==> src/fsp_pkg.sv <==
// Purpose: Shared constants and types for the four mode serial port
// Assumes: 25 MHz system clock, one clock domain
// Notes: Mode code equals the mode number; mode bit 1 marks the 9-bit frames
package fsp_pkg;

  // Operating mode codes
  localparam logic [1:0] MODE_SYNC = 2'h0;
  localparam logic [1:0] MODE_ASYNC8 = 2'h1;
  localparam logic [1:0] MODE_ASYNC9_FIXED = 2'h2;
  localparam logic [1:0] MODE_ASYNC9_TIMER = 2'h3;

  // Clock and rate figures
  localparam int SYS_CLK_HZ = 25_000_000;
  localparam int OVERSAMPLE = 16;
  localparam int M2_DIV_SLOW = 64;
  localparam int M2_DIV_FAST = 32;
  localparam logic [1:0] M2_TICK_SLOW = 2'(M2_DIV_SLOW / OVERSAMPLE - 1);
  localparam logic [1:0] M2_TICK_FAST = 2'(M2_DIV_FAST / OVERSAMPLE - 1);

  // Synchronous mode bit timing, in system clocks and bit indices
  localparam logic [3:0] SYNC_BIT_LAST = 4'hB;
  localparam logic [3:0] SYNC_SAMPLE_CLK = 4'h5;
  localparam logic [3:0] SYNC_CLK_HIGH = 4'h6;
  localparam logic [3:0] SYNC_LAST_BIT = 4'h7;

  // Asynchronous bit timing, in oversample ticks and bit indices
  localparam logic [3:0] OVERSAMPLE_LAST = 4'hF;
  localparam logic [3:0] RX_MID_SAMPLE = 4'h7;
  localparam logic [3:0] STOP_IDX_8 = 4'h9;
  localparam logic [3:0] STOP_IDX_9 = 4'hA;

  // Reset values
  localparam logic [7:0] RESET_BYTE = 8'h00;
  localparam logic [9:0] RESET_SHIFT = 10'h3FF;

  typedef enum logic [2:0] {
    TX_IDLE, TX_ASYNC, TX_SYNC_OUT, TX_SYNC_IN, TX_SYNC_DONE
  } fsp_tx_e;

  typedef enum logic [1:0] {RX_IDLE, RX_START, RX_DATA} fsp_rx_e;

endpackage

==> src/fsp_addr_match.sv <==
// Purpose: Address recognition for multiprocessor reception
// Assumes: Inputs are stable registered values
// Notes: Either a masked match or a broadcast match counts as a hit
module fsp_addr_match (
  input wire logic [7:0] i_rx_byte,     // Received address byte
  input wire logic [7:0] i_slave_addr,  // Slave address
  input wire logic [7:0] i_addr_mask,   // Address enable mask
  output logic o_hit                    // Address recognised
);

  logic [7:0] bcast;

  // Masked compare and broadcast compare
  always_comb begin
    bcast = i_slave_addr | i_addr_mask;
    o_hit = (((i_rx_byte ^ i_slave_addr) & i_addr_mask) == 8'h00)
          || ((i_rx_byte & bcast) == bcast);
  end

endmodule // fsp_addr_match

==> src/fsp_baud_gen.sv <==
// Purpose: Oversample tick source for one direction of the serial port
// Assumes: Timer overflow inputs are one-clock pulses
// Notes: Tick is sixteen times the bit rate in every asynchronous mode
module fsp_baud_gen import fsp_pkg::*; (
  input wire logic i_clk,              // System clock
  input wire logic i_arst_n,           // Async reset, active low
  input wire logic [1:0] i_mode,       // Operating mode
  input wire logic i_baud_double_bit,  // Fast fixed rate
  input wire logic [1:0] i_select,     // Timer source select
  input wire logic [3:0] i_timer_ovf,  // Timer rollover pulses
  output logic o_tick                  // Oversample tick
);

  typedef struct packed {
    logic [1:0] div;
    logic tick;
  } fsp_baud_s;

  fsp_baud_s q, d;
  logic [1:0] limit;

  // Fixed divider in mode 2, timer rollover pulses otherwise
  always_comb begin
    d = q;
    limit = i_baud_double_bit ? M2_TICK_FAST : M2_TICK_SLOW;
    if (i_mode == MODE_ASYNC9_FIXED) begin
      d.tick = (q.div == limit);
      d.div = (q.div == limit) ? 2'h0 : q.div + 2'h1;
    end else begin
      d.div = 2'h0;
      d.tick = i_timer_ovf[i_select];
    end
  end

  // State register
  always_ff @(posedge i_clk or negedge i_arst_n) begin
    if (!i_arst_n) begin
      q <= '0;
    end else begin
      q <= d;
    end
  end

  assign o_tick = q.tick;

endmodule // fsp_baud_gen

==> src/fsp_serial_port.sv <==
// Purpose: Four mode serial port: shifter, 8-bit and 9-bit UART
// Assumes: All inputs synchronous to i_clk; flag clears are one-clock pulses
// Notes: Receive pin is open drain in mode 0; pin level is resolved outside
module fsp_serial_port import fsp_pkg::*; (
  input wire logic i_clk,                 // System clock
  input wire logic i_arst_n,              // Async reset, active low
  input wire logic [1:0] i_mode_select,   // Operating mode
  input wire logic i_receive_enable_bit,  // Receive enable
  input wire logic i_address_filter_bit,  // Multiprocessor filter
  input wire logic i_transmit_ninth_bit,  // Ninth bit to send
  input wire logic i_baud_double_bit,     // Mode 2 fast rate
  input wire logic [1:0] i_tx_baud_select, // Transmit timer select
  input wire logic [1:0] i_rx_baud_select, // Receive timer select
  input wire logic [3:0] i_timer_ovf,     // Timer rollover pulses
  input wire logic [7:0] i_slave_address, // Slave address
  input wire logic [7:0] i_address_enable_mask, // Address mask
  input wire logic i_buffer_write,        // Buffer write strobe
  input wire logic [7:0] i_buffer_wdata,  // Byte to send
  input wire logic i_tx_done_clear,       // Clear transmit flag
  input wire logic i_rx_done_clear,       // Clear receive flag
  input wire logic i_collision_clear,     // Clear collision bit
  input wire logic i_interrupt_enable,    // Interrupt enable
  input wire logic i_receive_pin,         // Receive pin level
  output logic o_receive_pin_out,         // Receive pin drive value
  output logic o_receive_pin_oe,          // Receive pin drive enable
  output logic o_transmit_pin,            // Transmit pin
  output logic [7:0] o_serial_buffer,     // Received byte
  output logic o_received_ninth_bit,      // Received ninth or stop bit
  output logic o_transmit_done_flag,      // Transmit done
  output logic o_receive_done_flag,       // Receive done
  output logic o_transmit_collision_bit,  // Write during transmit
  output logic o_tx_busy,                 // Transmit engine busy
  output logic o_interrupt_req            // Interrupt request
);

  // The transmit engine also runs mode 0 reception: both use the shift clock on
  // the transmit pin, so one sequencer keeps the half-duplex order by design.
  // The receive engine serves the asynchronous modes only and stays idle in
  // mode 0, whose incoming byte borrows its shift register.

  typedef struct packed {
    fsp_tx_e tx_st;
    logic [9:0] tx_sh;
    logic [3:0] tx_cnt;
    logic [3:0] tx_sub;
    fsp_rx_e rx_st;
    logic [9:0] rx_sh;
    logic [3:0] rx_cnt;
    logic [3:0] rx_sub;
    logic [7:0] rbuf;
    logic rb8;
    logic ti;
    logic ri;
    logic col;
    logic tx_pin;
    logic rx_out;
    logic rx_oe;
    logic busy;
    logic irq;
  } fsp_state_s;

  // Registered state, its next value and the decoded helpers
  fsp_state_s q, d;
  logic tx_tick;
  logic rx_tick;
  logic addr_hit;
  logic sync_mode;
  logic nine_bit;
  logic [3:0] stop_idx;
  logic accept;

  // Acceptance of a finished asynchronous frame; bit8 is the ninth bit in
  // 9-bit frames and the stop bit in mode 1, where no address is checked.
  // A refused frame leaves buffer, ninth bit and flag untouched.
  function automatic logic frame_accept(input logic nine, input logic full,
    input logic filter, input logic bit8, input logic hit);
    logic ok;
    ok = 1'b0;
    if (full) begin
      ok = 1'b0;
    end else if (!filter) begin
      ok = 1'b1;
    end else if (nine) begin
      ok = bit8 && hit;
    end else begin
      ok = bit8;
    end
    return ok;
  endfunction

  // Mode decode: code equals mode number, bit 1 selects 9-bit frames
  // Only the stop position differs between the 10-bit and 11-bit frames
  assign sync_mode = (i_mode_select == MODE_SYNC);
  assign nine_bit = i_mode_select[1];
  assign stop_idx = nine_bit ? STOP_IDX_9 : STOP_IDX_8;

  // Independent baud sources for each direction
  // Each keeps its own divider, so every bit cell but the transmit start bit starts on its own direction's tick
  fsp_baud_gen u_tx_baud (
    .i_clk(i_clk),
    .i_arst_n(i_arst_n),
    .i_mode(i_mode_select),
    .i_baud_double_bit(i_baud_double_bit),
    .i_select(i_tx_baud_select),
    .i_timer_ovf(i_timer_ovf),
    .o_tick(tx_tick)
  );

  fsp_baud_gen u_rx_baud (
    .i_clk(i_clk),
    .i_arst_n(i_arst_n),
    .i_mode(i_mode_select),
    .i_baud_double_bit(i_baud_double_bit),
    .i_select(i_rx_baud_select),
    .i_timer_ovf(i_timer_ovf),
    .o_tick(rx_tick)
  );

  // Address check on the eight data bits already captured
  // The compare is ready before the last sample, so acceptance needs no extra cycle
  fsp_addr_match u_addr (
    .i_rx_byte(q.rx_sh[7:0]),
    .i_slave_addr(i_slave_address),
    .i_addr_mask(i_address_enable_mask),
    .o_hit(addr_hit)
  );

  // Next-state logic for both engines, flags and pins
  always_comb begin
    d = q;
    accept = 1'b0;

    // Software clears first, so a same-cycle hardware set wins
    // and a set that lands on a clear pulse is kept, though a frame ending on it still sees the old receive flag
    if (i_tx_done_clear) begin
      d.ti = 1'b0;
    end
    if (i_rx_done_clear) begin
      d.ri = 1'b0;
    end
    if (i_collision_clear) begin
      d.col = 1'b0;
    end

    // Buffer write: start a frame, or flag a collision when busy
    if (i_buffer_write) begin
      if (q.tx_st != TX_IDLE) begin
        d.col = 1'b1;
      end else if (sync_mode) begin
        d.tx_st = TX_SYNC_OUT;
        d.tx_sh = {2'b11, i_buffer_wdata};
        d.tx_cnt = 4'h0;
        d.tx_sub = 4'h0;
      end else begin
        d.tx_st = TX_ASYNC;
        d.tx_sh = {1'b1, (nine_bit ? i_transmit_ninth_bit : 1'b1), i_buffer_wdata};
        d.tx_cnt = 4'h0;
        d.tx_sub = 4'h0;
      end
    end

    // Transmit engine, which also runs mode 0 reception
    unique case (q.tx_st)
      TX_IDLE: begin
        if (!i_buffer_write && sync_mode && i_receive_enable_bit && !q.ri) begin
          d.tx_st = TX_SYNC_IN;
          d.tx_cnt = 4'h0;
          d.tx_sub = 4'h0;
        end
      end
      TX_ASYNC: begin
        // The start bit runs from the write to the sixteenth tick, so it may
        // be up to one tick shorter than a nominal bit cell
        if (tx_tick) begin
          d.tx_sub = q.tx_sub + 4'h1;
          if (q.tx_sub == OVERSAMPLE_LAST) begin
            if (q.tx_cnt == stop_idx) begin
              d.tx_st = TX_IDLE;
            end else begin
              d.tx_cnt = q.tx_cnt + 4'h1;
              if ((q.tx_cnt + 4'h1) == stop_idx) begin
                d.ti = 1'b1;
              end
            end
          end
        end
      end
      TX_SYNC_OUT, TX_SYNC_IN: begin
        // Twelve system clocks per bit
        // Clock low for six, high for six; data held for the whole bit
        d.tx_sub = (q.tx_sub == SYNC_BIT_LAST) ? 4'h0 : q.tx_sub + 4'h1;
        if (q.tx_st == TX_SYNC_IN && q.tx_sub == SYNC_SAMPLE_CLK) begin
          d.rx_sh[q.tx_cnt] = i_receive_pin;
        end
        if (q.tx_sub == SYNC_BIT_LAST) begin
          if (q.tx_cnt == SYNC_LAST_BIT) begin
            if (q.tx_st == TX_SYNC_OUT) begin
              d.tx_st = TX_IDLE;
              d.ti = 1'b1;
            end else begin
              d.tx_st = TX_SYNC_DONE;
            end
          end else begin
            d.tx_cnt = q.tx_cnt + 4'h1;
          end
        end
      end
      TX_SYNC_DONE: begin
        // One cycle after the last bit: deliver byte and halt reception
        d.tx_st = TX_IDLE;
        d.rbuf = q.rx_sh[7:0];
        d.ri = 1'b1;
      end
      default: begin
        d.tx_st = TX_IDLE;
      end
    endcase

    // Asynchronous receive engine, sixteen ticks per bit
    unique case (q.rx_st)
      RX_IDLE: begin
        if (!sync_mode && i_receive_enable_bit && rx_tick && !i_receive_pin) begin
          d.rx_st = RX_START;
          d.rx_sub = 4'h0;
        end
      end
      RX_START: begin
        // Mid-bit check eight ticks after the falling edge was seen
        if (rx_tick && !sync_mode) begin
          d.rx_sub = q.rx_sub + 4'h1;
          if (q.rx_sub == RX_MID_SAMPLE) begin
            // A start bit gone high by mid-bit was a glitch
            if (i_receive_pin) begin
              d.rx_st = RX_IDLE;
            end else begin
              d.rx_st = RX_DATA;
              d.rx_sub = 4'h0;
              d.rx_cnt = 4'h0;
            end
          end
        end
      end
      RX_DATA: begin
        if (rx_tick && !sync_mode) begin
          d.rx_sub = q.rx_sub + 4'h1;
          if (q.rx_sub == OVERSAMPLE_LAST) begin
            d.rx_sh[q.rx_cnt] = i_receive_pin;
            if (q.rx_cnt == stop_idx - 4'h1) begin
              d.rx_st = RX_IDLE;
              // In 9-bit frames the stop bit is ignored; ninth bit and address
              // decide. In mode 1 bit 8 holds the stop bit.
              accept = frame_accept(nine_bit, q.ri, i_address_filter_bit, d.rx_sh[8],
                addr_hit);
              if (accept) begin
                d.rbuf = d.rx_sh[7:0];
                d.rb8 = d.rx_sh[8];
                d.ri = 1'b1;
              end
            end else begin
              d.rx_cnt = q.rx_cnt + 4'h1;
            end
          end
        end
      end
      default: begin
        d.rx_st = RX_IDLE;
      end
    endcase

    // Shift mode borrows the receive shift register: drop any frame in flight
    if (sync_mode && q.rx_st != RX_IDLE) begin
      d.rx_st = RX_IDLE;
    end

    // Transmit pin: frame bits in async modes, shift clock in mode 0
    unique case (d.tx_st)
      TX_ASYNC: begin
        d.tx_pin = (d.tx_cnt == 4'h0) ? 1'b0 : d.tx_sh[d.tx_cnt - 4'h1];
      end
      TX_SYNC_OUT, TX_SYNC_IN: begin
        d.tx_pin = (d.tx_sub >= SYNC_CLK_HIGH);
      end
      default: begin
        d.tx_pin = 1'b1;
      end
    endcase

    // Receive pin: open drain, pulled low only for a zero data bit
    // The pull-up supplies the ones, so only the enable ever moves
    d.rx_out = 1'b0;
    d.rx_oe = (d.tx_st == TX_SYNC_OUT) && !d.tx_sh[d.tx_cnt];
    d.busy = (d.tx_st != TX_IDLE);
    d.irq = i_interrupt_enable && (d.ti || d.ri);
  end

  // State register; reset leaves the transmit pin at the idle level and
  // both engines idle, so no false edge reaches the far side
  always_ff @(posedge i_clk or negedge i_arst_n) begin
    if (!i_arst_n) begin
      q <= '0;
      q.tx_st <= TX_IDLE;
      q.rx_st <= RX_IDLE;
      q.tx_sh <= RESET_SHIFT;
      q.rbuf <= RESET_BYTE;
      q.tx_pin <= 1'b1;
    end else begin
      q <= d;
    end
  end

  // Outputs straight from the state register
  // so no pin can glitch on a decode
  assign o_receive_pin_out = q.rx_out;
  assign o_receive_pin_oe = q.rx_oe;
  assign o_transmit_pin = q.tx_pin;
  assign o_serial_buffer = q.rbuf;
  assign o_received_ninth_bit = q.rb8;
  assign o_transmit_done_flag = q.ti;
  assign o_receive_done_flag = q.ri;
  assign o_transmit_collision_bit = q.col;
  assign o_tx_busy = q.busy;
  assign o_interrupt_req = q.irq;

endmodule // fsp_serial_port

==> config.mk <==
export PLATFORM = sky130hd
export DESIGN_NAME = fsp_serial_port
export DESIGN_NICKNAME = d
export VERILOG_FILES = /design/src/fsp_pkg.sv /design/src/fsp_addr_match.sv /design/src/fsp_baud_gen.sv /design/src/fsp_serial_port.sv
export SDC_FILE = /design/constraint.sdc
export NUM_CORES = 1
export LEC_CHECK = 0
export ABC_AREA = 1
export BUFFER_PORTS_ARGS = -buffer_cell sky130_fd_sc_hd__buf_2
export CORE_UTILIZATION = 45
export CTS_BUF_LIST = sky130_fd_sc_hd__clkbuf_8 sky130_fd_sc_hd__clkbuf_16
export DETAILED_ROUTE_END_ITERATION = 10
export HOLD_SLACK_MARGIN = 0.1
export MAX_ROUTING_LAYER = met4
export PLACE_DENSITY = 0.65
export SYNTH_ARGS = -nofsm -noshare
export SYNTH_HDL_FRONTEND = slang
export SYNTH_HIERARCHICAL = 1
export SYNTH_SLANG_ARGS = --single-unit
==> constraint.sdc <==
create_clock -name i_clk -period 4.2 [get_ports i_clk]
set_input_delay 0.42 -clock i_clk [delete_from_list [all_inputs] [get_ports i_clk]]
set_output_delay 0.42 -clock i_clk [all_outputs]
set_load 0.02 [all_outputs]
# [Word level (Yosys, flattened, before mapping)]
# Index checks and enable logic that the tools add are counted.
[classes] addsub=8 n_lt_le_gt_ge=9 n_eq_ne=35 n_mux=92 bitwise_logic=4 n_reduce_logical=37
[ops] op="2-to-1 mux 8 bit" count=6
[ops] op="2-to-1 mux 21 bit" count=2
[ops] op="2-to-1 mux 9 bit" count=4
[ops] op="2-to-1 mux 1 bit" count=33
[ops] op="2-to-1 mux 10 bit" count=3
[ops] op="2-to-1 mux 29 bit" count=1
[ops] op="2-to-1 mux 4 bit" count=7
[ops] op="2-to-1 mux 3 bit" count=9
[ops] op="one-hot mux 8 bit (3 select lines)" count=1
[ops] op="bitwise mux 10 bit" count=2
[ops] op="less-than comparator 4 x 5 -> 1 bit (second input constant)" count=4
[ops] op="2-to-1 mux 2 bit" count=10
[ops] op="2-to-1 mux 20 bit" count=1
[ops] op="inequality test 3 bit (second input constant)" count=6
[ops] op="adder 4 x 1 -> 4 bit (second input constant)" count=4
[ops] op="bitwise AND 8 bit" count=2
[ops] op="2-to-1 mux 16 bit" count=1
[ops] op="logical AND 1 bit" count=14
[ops] op="inequality test 2 bit (second input constant)" count=7
[ops] op="== test 3 x 2 -> 1 bit (second input constant)" count=4
[ops] op="== test 4 x 3 -> 1 bit (second input constant)" count=3
[ops] op="== test 4 bit" count=3
[ops] op="== test 4 bit (second input constant)" count=3
[ops] op="one-hot mux 4 bit (3 select lines)" count=1
[ops] op="other kinds (33)" count=54
[word_totals] reg_bits=63 inputBits=46 output_inout_bits=17 elab_cells=206

# [Longest topological paths before layout]
# Gate-level depths: netlist of run 1.
[logic_depth] depth_word=23 depth_mapped=18

# [Cells and area by module]
# The synthesis of run 1 kept the hierarchy.
[by_module_without_submodules] module="fsp_serial_port" instances=1 cells_per_inst=520 area_per_inst_um2=3822.4
[by_module_without_submodules] module="fsp_baud_gen" instances=2 cells_per_inst=24 area_per_inst_um2=187.7
[by_module_without_submodules] module="fsp_addr_match" instances=1 cells_per_inst=63 area_per_inst_um2=261.5

# [Worst setup path after synthesis of run 1]
# No wires, ideal clock.
[synth_path] path_type="register -> register" from="register q[41] (netlist bit)" to="register q, in the netlist o_transmit_pin" arrival_time_ps=1770 required_ps=4127 setup_slack_ps=2357 stages_incl_launch_ff=16 synth_period_minus_slack_ps=1843 path_cell_list="dfrtp_1 ha_1 nand3_2 inv_1 nor2_1 nand2_1 nand2_1 nand2_1 nand2_4 buf_8 nor2_1 nor2_1 nand2_1 nand2_1 nand3_1 a21oi_1"
[synth_lines] item="from (decl)" line_no="fsp_serial_port.sv:63" text="fsp_state_s q, d;"

==> results.md, run 1 <==
* Max-Slew Margin vs Limit at 42.42%
* Mapped Area at 0.004459 mm2
* Final Util at 53.29%
* Syn. warnings at 6
* Final Non-Filler Cells at 819
* Pin count of the biggest net entering global routing at 63
* CTS Root Cell: clkbuf_8
* Avg Inst Size Synth at around 7.1 um2
* Final min period at 2.465 ns
* Final slew viol count at 0
* Synth Flop Type: dfrtp_1
* Status: finished, final reports clean
* Die area at a little over 0.01 mm2
* Synthesized flop and latch total at 62
* Leakage at 2.713 nW
* CTS tree: done
* RSZ-0062 raised after global routing: false
* Netlist cell types at 41
* Synth-to-layout area growth at 12.51%
* Syn_nets at 692
* Share of layout cells above drive strength 1 at 22.75%
* Yosys top cell area share at 28.62%
* CP arrival at 2.69 ns
* Fmax at 405.7 MHz
* Post-CTS Setup Bufs at 0
* RR Startpoint: q[35]$_DFFE_PN0P_
* Final GP Congestion at approximately 0.90
* Max-cap viol count at 0
* Grt total ovfl at 0
* Vias in the first global route at 3826
* H-tree Lvls at 3
* Final setup fails at 0
* Min-Delay Path Class: in -> async
* Total GRT Usage at between 20% and 30%
* CP required at approximately 4.4 ns
* DR vias/cell at around 5.0
* Post-synth ARST share at 100.0%
* Clock skew at approximately 0.011 ns
* I/O pin cnt at 63
* Final Cycle Share at between 50% and 60%
* Dpl cells at 803
* Vias at 4132
* Avg WL per Cell at 12.53 um
* Global-route wire length before repair at around 18000 um
* Rows at 35
* Worst Setup Start Kind: flop
* Worst-skew pair later-pin latency at 0.34 ns
* Peak VDD IR at 0.0002324 V
* Final Instance Area at between 0.005 and 0.006 mm2
* Tightest Pin Transition at 0.8605 ns
* Die Y at a little over 100 um
* Hold_buf cts at 0
* Detailed placer's ending HPWL at 7909 um
* Final Hold Fails at 0
* # diodes at 0
* Die width at 101.5 um
* Pwr/cell area at 326.1 mW/mm2
* Initial Utilization at 47.36%
* CTS Buf Count at 9
* Synth area leaders: dfrtp_1 (29%), nand2_1 (12%), inv_1 (7.8%)
* Sequential share of the synthesized area at 35.10%
* Post-DRT Antenna Nets at 0
* CTS clk-pin slew, worst paths at 0.07 ns
* Setup crit end kind: flop
* Setup TNS at 0 ns
* Placed Area at 0.004793 mm2
* Mapped Cells at 631
* Initial drt markers at roughly 170
* Worst Setup Path Type: reg -> reg
* DRC errors left at 0
* CTS resizes at 0
* Antenna violations before repair at 0
* Nets at 746
* EDFF count, synth at 0
* Area leader, netlist: dfrtp_1
* Core Footprint at 0.009415 mm2
* I/O Buffers at a little over 60
* Clk sink count at 62
* Final WL at about 10000 um
* Router iterations before antenna repair at 5
* Clock Tree Buf Depth at 2
* CP max FO at 19
* Worst setup path start: q[35]$_DFFE_PN0P_
synth_stat cells, drive strengths merged (2+ instances only):
master and number:
ha 15, nor3 9, clkbuf 5, nand4 3
a31oi 6, o21ai 57, or2 10, dfrtp 51
buf 14, nor4 3, mux2i 2, o211ai 13
nand3 54, nor2 71, a22oi 2, dfstp 11
nand2 152, o22ai 2, xor2 4, inv 112
a21oi 30
stage by stage:
stage                     hold slack, ns  setup slack, ns  total power (W)
after floorplan                   0.1244            2.357        0.0009346
after global routing              0.2485            1.423         0.001731
after detailed placement          0.4575            1.733         0.001046
final                             0.2418            1.735         0.001636
after global placement            0.4593            1.889         0.001034
after CTS                         0.2467            1.756         0.001648
power by group:
part           leakage, nW  internal [W]  switching (W)
logic                 1.83      0.000126       0.000241
clock network        0.118      0.000362       0.000236
registers            0.761      0.000634      0.0000379
worst max-delay path, cell delays in order (launching register included):
cell and delay, ns:
dfrtp_1 0.40, inv_1 0.11, ha_1 0.23, inv_1 0.08, nor2_1 0.23, nand2_1 0.40
nor3_1 0.37, nand2_2 0.27, o211ai_1 0.19, o21ai_2 0.07
layout make-up:
class / instances / area (um2)
multi-input combinational: 438 / 2333
tap: 129 / 161.4
clock inverter: 5 / 72.57
clock buffer: 11 / 151.4
fill: 941 / 4398
inverter: 112 / 420.4
timing repair buffer: 62 / 312.8
sequential: 62 / 1565
cells by family after synthesis:
| logic type | after synthesis | synth area share, % |
|---|---|---|
| AOI/OAI and AO/OA | 112 | 14.93 |
| xor gates and xnor gates | 5 | 0.9820 |
| adders and majority gates | 15 | 4.209 |
| buffers and inverters | 131 | 12.57 |
| DFF | 62 | 35.10 |
| muxes | 2 | 0.4490 |
| other | 1 | 0.08409 |
| and+or+nand+nor | 303 | 31.68 |
state kept, by name, summed over array words and instances (netlist names), 2 cells and up:
register and cells:
q 40, o_serial_buffer 8, u_rx_baud/q 2, u_tx_baud/q 2
final timing paths:
check	slack (ns)	cells after the start	to
worst max register to register	1.74	9	o_serial_buffer[7]$_DFF_PN0_
worst max-delay path	1.74	9	o_serial_buffer[7]$_DFF_PN0_
worst min register to register	0.46	1	u_rx_baud/q[1]$_DFF_PN0_
max in group asynchronous	3.43	2	o_serial_buffer[1]$_DFF_PN0_
min in group i_clk	0.26	2	o_transmit_collision_bit$_DFF_PN0_
worst min-delay path	0.24	2	q[37]$_DFF_PN0_
layer usage:
metal	global-route usage, %	share of wire (%)	vias up
li1	-	-	2112
met1	30.69	50	1905
met2	34.67	45	107
met3	3.796	4.8	8
met4	6.020	1.0	0
met5	-	0	-
placed cells by master, fill, tap and decap left out, types with 8 or more instances in the layout:
cell type	count
nand2_1	143
o211ai_1	10
clkbuf_8	11
o21ai_1	9
o21ai_2	9
dfstp_2	11
buf_2	61
nor2_1	59
dfrtp_1	51
ha_1	15
a21oi_1	29
o21ai_0	39
nand3_2	8
nand3_1	46
inv_2	19
inv_1	94
Note: power is estimated with default switching activity, not from simulation.
==> run 2: changes to the inputs <==
--- a/config.mk
+++ b/config.mk
@@ -5,14 +5,14 @@
 export SDC_FILE = /design/constraint.sdc
 export NUM_CORES = 1
 export LEC_CHECK = 0
-export ABC_AREA = 1
+export ABC_AREA = 0
 export BUFFER_PORTS_ARGS = -buffer_cell sky130_fd_sc_hd__buf_2
 export CORE_UTILIZATION = 45
 export CTS_BUF_LIST = sky130_fd_sc_hd__clkbuf_8 sky130_fd_sc_hd__clkbuf_16
 export DETAILED_ROUTE_END_ITERATION = 10
 export HOLD_SLACK_MARGIN = 0.1
 export MAX_ROUTING_LAYER = met4
-export PLACE_DENSITY = 0.65
+export PLACE_DENSITY = 0.68
 export SYNTH_ARGS = -nofsm -noshare
 export SYNTH_HDL_FRONTEND = slang
 export SYNTH_HIERARCHICAL = 1
==> constraint.sdc (replaced) <==
create_clock -name i_clk -period 2.1 [get_ports i_clk]
set_input_delay 0.21 -clock i_clk [delete_from_list [all_inputs] [get_ports i_clk]]
set_output_delay 0.21 -clock i_clk [all_outputs]
set_load 0.02 [all_outputs]
==> results.md, run 2 <==
* Detailed placer's ending HPWL at approximately 8300 um
* Synth Flop Type: dfrtp_1
* Sequential share of the synthesized area at approximately 38%
* Router iterations before antenna repair at 8
* Synthesized flop and latch total at 62
* Final min period at 2.670 ns
* CP max FO at 7
* Failing checks: DRC, setup timing
* Mapped Area at 0.004156 mm2
* Synth-to-layout area growth at 39.43%
* Global-route wire length before repair at roughly 18000 um
* Core Footprint at 0.008848 mm2
* H-tree Lvls at 3
* Final Hold Fails at 0
* Nets at 675
* I/O Buffers at 61
* Antenna violations before repair at 0
* Clock skew at 0.01347 ns
* Clock Tree Buf Depth at 2
* DR vias/cell at roughly 5.4
* Final worst setup slack at -0.5696 ns
* Syn_nets at a little over 500
* Vias at approximately 4000
* Syn. warnings at 6
* Synth area leaders: dfrtp_1 (31%), dfstp_2 (7.0%), ha_1 (4.5%)
* Tightest Pin Transition at 0.5043 ns
* Worst Setup Start Kind: flop
* Most frequent cells in the layout: buf_4 (108), buf_2 (61), dfrtp_1 (51)
* CP top delay family: compound AO/OA/AOI/OAI gates
* Final GP Congestion at 0.8694
* # diodes at 0
* Final slew viol count at 0
* Max incr delay on CP at 0.52 ns
* Rows at 34
* Yosys top cell area share at just over 30%
* CP max stage cell: a2111o_1
* Share of layout cells above drive strength 1 at a little over two fifths
* Pin count of the biggest net entering global routing at 26
* Final Non-Filler Cells at a little over 700
* Post-DRT Antenna Nets at 0
* Total GRT Usage at 24.01%
* CTS Buf Count at 9
* Die area at a little under 0.01 mm2
* Max-cap viol count at 0
* Vias in the first global route at 3897
* Peak VDD IR at 0.0006319 V
* Area leader, netlist: dfrtp_1
* Avg WL per Cell at between 15 and 20 um
* Mapped Cells at 448
* Most common cell after layout, fill and taps aside: buf_4
* Netlist cell types at 78
* Register area at 0.001565 mm2
* Min-Delay Path Class: in -> reg
* CTS tree: done
* Crit-path cells: buf_6 > inv_4 > ha_4 > nand4b_1 > nor4_2 > mux2i_1 > a21oi_1 > o21ai_1 > a2111o_1 > nor2b_4 > o21ai_1 > o211ai_1
* CP most frequent cell: o21ai_1
* Area of the multi-input gates at ~0.0025 mm2
* Final WL at 11060 um
* Clk sink count at 62
* Pre-CTS setup slack at -0.5551 ns
* Hold_ws at 0.1476 ns
* Post-synth ARST share at between 90% and 100%
* RSZ-0062 raised after global routing: true
* CTS clk-pin slew, worst paths at about 0.06 ns
* Overall power at 0.004805 W
* Die width at between 90 and 100 um
* Final Cycle Share at 127.1%
* Initial Utilization at 46.97%
* Dpl cells at 692
* I/O pin cnt at 63
* Pwr/cell area at 829.1 mW/mm2
* Initial drt markers at 142
* Status: finished, violations left
* Most flops, register: q
* Leakage at 2.802 nW
* CP Buf/Inv Count at 2
* Worst Setup Path Type: reg -> reg
* Die Y at 98.11 um
* Placed Area at around 0.0053 mm2
* Avg Inst Size Synth at 9.278 um2
* CP arrival at 2.87 ns
* Most common cell in the synthesized netlist: dfrtp_1
* Final setup fails at 14
* EDFF count, synth at 0
* CP required at about 2.3 ns
* Largest register FFs at 40
* Final Instance Area at 0.005796 mm2
* DRC errors left at 5
* Worst-skew pair later-pin latency at roughly 0.34 ns
* Grt total ovfl at 0
* Max-Slew Margin vs Limit at 66.31%
* FILL cells at 700
* Setup crit end kind: flop
* List of most frequent post-synthesis cells: dfrtp_1 (51), nand2_1 (46), nor2_1 (29), inv_1 (21)
* CTS Root Cell: clkbuf_8
* Fmax at 374.6 MHz
[run 2: what timing repair did]
item,CTS,global route
endpoints found under the hold margin,15,0
gates cloned,0,1
setup endpoints to repair,14,25
pin swaps,9,19
resized for setup,15,27
hold buffers,3,0
buffers inserted,9,7
[run 2: path summary, 6_finish.rpt]
kind                                          startpoint                      endpoint  slack [ns]  cells after the start
worst max register to register           q[38]$_DFF_PN0_  o_serial_buffer[0]$_DFF_PN0_       -0.57                     12
worst min register to register  u_tx_baud/q[1]$_DFF_PN0_      u_tx_baud/q[1]$_DFF_PN0_        0.47                      1
min in group asynchronous                       i_arst_n     o_interrupt_req$_DFF_PN0_        0.31                      2
max in group asynchronous                       i_arst_n               q[50]$_DFF_PN1_        1.07                      3
worst max-delay path                     q[38]$_DFF_PN0_  o_serial_buffer[0]$_DFF_PN0_       -0.57                     12
worst min-delay path                   i_buffer_wdata[0]               q[45]$_DFF_PN1_        0.15                      3
[run 2: final cells by class]
cell class	instances	area share, %
tap	108	2.332
multi-input combinational	335	43.83
timing repair buffer	181	22.28
clock buffer	10	2.375
clock inverter	6	0.4318
inverter	25	1.749
sequential	62	27.01
[run 2: routing by layer]
layer	wire length, um	global-route usage, %	up-vias
li1	-	-	1948
met1	4848	29.04	1905
met2	5634	41.66	90
met3	411	3.436	13
met4	163	6.643	0
met5	0	-	-
[run 2: report_power, final]
part           total, W  switching, W  internal [W]  leakage, nW
combinational   0.00231       0.00116       0.00115         1.90
sequential      0.00161      0.000117       0.00149        0.798
clock          0.000894      0.000455      0.000440        0.101
total           0.00481       0.00173       0.00307         2.80
[run 2: logic make-up after synthesis]
logic type,after synthesis,synth area share (%)
and+or+nand+nor,162,20.41
muxes,30,8.127
AOI/OAI and AO/OA,115,20.32
other,1,0.09022
buffers and inverters,51,6.352
adders and majority gates,15,4.515
DFF,62,37.66
xor gates and xnor gates,12,2.529
[run 2: tightest hold or removal path, cell delays in order]
cell	delay, ns
buf_2	0.07
mux2i_1	0.05
inv_1	0.10
[run 2: metrics by stage]
stage | TNS [ns] | utilization (%)
6_report | -6.692 | 65.50
3_3_place_gp | -3.887 | 59.80
5_1_grt | -9.276 | 65.50
4_1_cts | -5.410 | 63.46
2_1_floorplan | -3.593 | -
3_5_place_dp | -4.478 | 59.80
==> run 3: changes to the inputs <==
--- a/config.mk
+++ b/config.mk
@@ -5,7 +5,7 @@
 export SDC_FILE = /design/constraint.sdc
 export NUM_CORES = 1
 export LEC_CHECK = 0
-export ABC_AREA = 0
+export ABC_AREA = 1
 export BUFFER_PORTS_ARGS = -buffer_cell sky130_fd_sc_hd__buf_2
 export CORE_UTILIZATION = 45
 export CTS_BUF_LIST = sky130_fd_sc_hd__clkbuf_8 sky130_fd_sc_hd__clkbuf_16
==> results.md, run 3 (synthesis results as in run 1) <==
* Antenna violations before repair at 0
* Final Hold Fails at 0
* Grt total ovfl at 0
* Clock skew at 0.01672 ns
* Leakage at 2.920 nW
* Hold Crit Start: i_buffer_wdata[3]
* Overall power at 0.003068 W
* Die Y at slightly above 100 um
* Most frequent cells in the layout: nand2_1 (136), inv_1 (92), buf_2 (61)
* Initial Utilization at 47.36%
* Max-Slew Margin vs Limit at 66.52%
* Clk sink count at 62
* I/O pin cnt at 63
* RSZ-0062 raised after global routing: true
* Detailed placer's ending HPWL at approximately 8700 um
* Pwr/cell area at 559.5 mW/mm2
* Rows at 35
* RR Startpoint: q[38]$_DFF_PN0_
* DRC errors left at 0
* Vias in the first global route at 3890
* Total GRT Usage at 23.44%
* Final GP Congestion at 0.9135
* Max-cap viol count at 0
* Worst setup path start: q[38]$_DFF_PN0_
* # diodes at 0
* Final WL at ~12000 um
* DR vias/cell at 4.998
* Nets at 789
* Most flops, register: q
* Setup crit end kind: flop
* Final slew viol count at 0
* Status: finished, final reports clean
* Worst Setup Path Type: reg -> reg
* Final Instance Area at 0.005483 mm2
* Core Footprint at roughly 0.0094 mm2
* Final Cycle Share at 99.31%
* Tightest Pin Transition at 0.5022 ns
* Worst-skew pair later-pin latency at 0.35 ns
* Pin count of the biggest net entering global routing at 26
* Worst Setup Start Kind: flop
* Placed Area at about 0.005 mm2
* Final worst setup slack at between 0.01 and 0.015 ns
* Pre-CTS setup slack at -0.02958 ns
* Most common cell after layout, fill and taps aside: nand2_1
* CTS tree: done
* Final setup fails at 0
* Vias at between 4000 and 5000
* Post-DRT Antenna Nets at 0
* Avg WL per Cell at 13.40 um
* Router iterations before antenna repair at 5
* Largest register FFs at 40
* CP arrival at 2.32 ns
* Setup TNS at 0 ns
* Share of layout cells above drive strength 1 at slightly above 30%
* CTS Buf Count at 9
* Global-route wire length before repair at ~18000 um
* Final min period at about 2.1 ns
* Hold_ws at 0.1006 ns
* CP required at about 2.3 ns
* Peak VDD IR at 0.0004203 V
* Clock Tree Buf Depth at 2
* I/O Buffers at 61
* CTS Root Cell: clkbuf_8
* Fmax at between 400 and 500 MHz
* Synth-to-layout area growth at 22.95%
* Initial drt markers at roughly 170
* Die area at 0.01031 mm2
* H-tree Lvls at 3
* Min-Delay Path Class: in -> reg
* CTS clk-pin slew, worst paths at 0.07 ns
* Die width at 101.5 um
* CP max FO at 7
[run 3: changes by cell type in the layout (fill, tap and decap cells not counted), moves of 8 or more]
cell / before / now
inv_1: 21 / 92
buf_4: 108 / 36
nor2b_1: 9 / 0
nand3_1: 11 / 45
nand2_1: 41 / 136
a21oi_1: 15 / 26
nand2b_1: 10 / 0
o21ai_0: 19 / 36
inv_2: 4 / 21
a22oi_1: 12 / 2
nor2_2: 1 / 9
nor2_1: 28 / 54
mux2i_1: 18 / 2
[run 3: cell type report]
cell class	instances	area (um2)
repair buffers	102	645.6
multi-input cells	441	2504
clock inverters	6	30.03
inverters	112	422.9
clock buffers	10	148.9
fillers	874	3933
well taps	129	161.4
flip-flops and latches	62	1570
[run 3: timing repair]
| item | 4_1_cts | 5_1_grt |
|---|---|---|
| pin swaps | 0 | 16 |
| resized for setup | 2 | 43 |
| buffers inserted | 0 | 11 |
| cloned | 0 | 3 |
| endpoints found under the hold margin | 17 | 0 |
| hold buffers | 3 | 0 |
| endpoints found under the setup margin | 5 | 17 |
[run 3: report_power, final]
| part | internal, W | switching (W) |
|---|---|---|
| combinational | 0.000268 | 0.000494 |
| sequential | 0.00127 | 0.0000742 |
| clock | 0.000485 | 0.000478 |
[run 3: worst max-delay path, cell delays in order, from the launching register on]
cell      delay [ns]
dfrtp_1         0.43
inv_2           0.10
ha_4            0.13
inv_2           0.04
nor2_4          0.11
nand3_4         0.11
nor2_4          0.16
a21oi_2         0.08
nor2_2          0.12
a21oi_2         0.10
o21ai_4         0.25
nand2_4         0.13
o211ai_1        0.14
o21ai_2         0.08
[run 3: final timing paths]
check	endpoint	slack, ns	cells after the start
min	q[48]$_DFF_PN1_	0.10	3
max reg2reg	o_serial_buffer[0]$_DFF_PN0_	0.01	13
max in group asynchronous	o_serial_buffer[5]$_DFF_PN0_	1.00	3
min reg2reg	u_tx_baud/q[1]$_DFF_PN0_	0.47	1
max	o_serial_buffer[0]$_DFF_PN0_	0.01	13
min in group asynchronous	u_tx_baud/o_tick$_DFF_PN0_	0.37	2
[run 3: stage by stage]
stage	util, %	cells
after global placement	53.25	829
after CTS	55.53	848
final	58.23	862
after floorplan	-	631
after global routing	58.23	862
after detailed placement	53.25	829
[run 3: metal layers]
metal / share of wire (%) / vias up / GRT usage, %
li1: - / 2198 / -
met1: 48 / 1973 / 31.08
met2: 46 / 123 / 36.07
met3: 4.7 / 14 / 4.831
met4: 1.3 / 0 / 6.912
met5: 0 / - / -
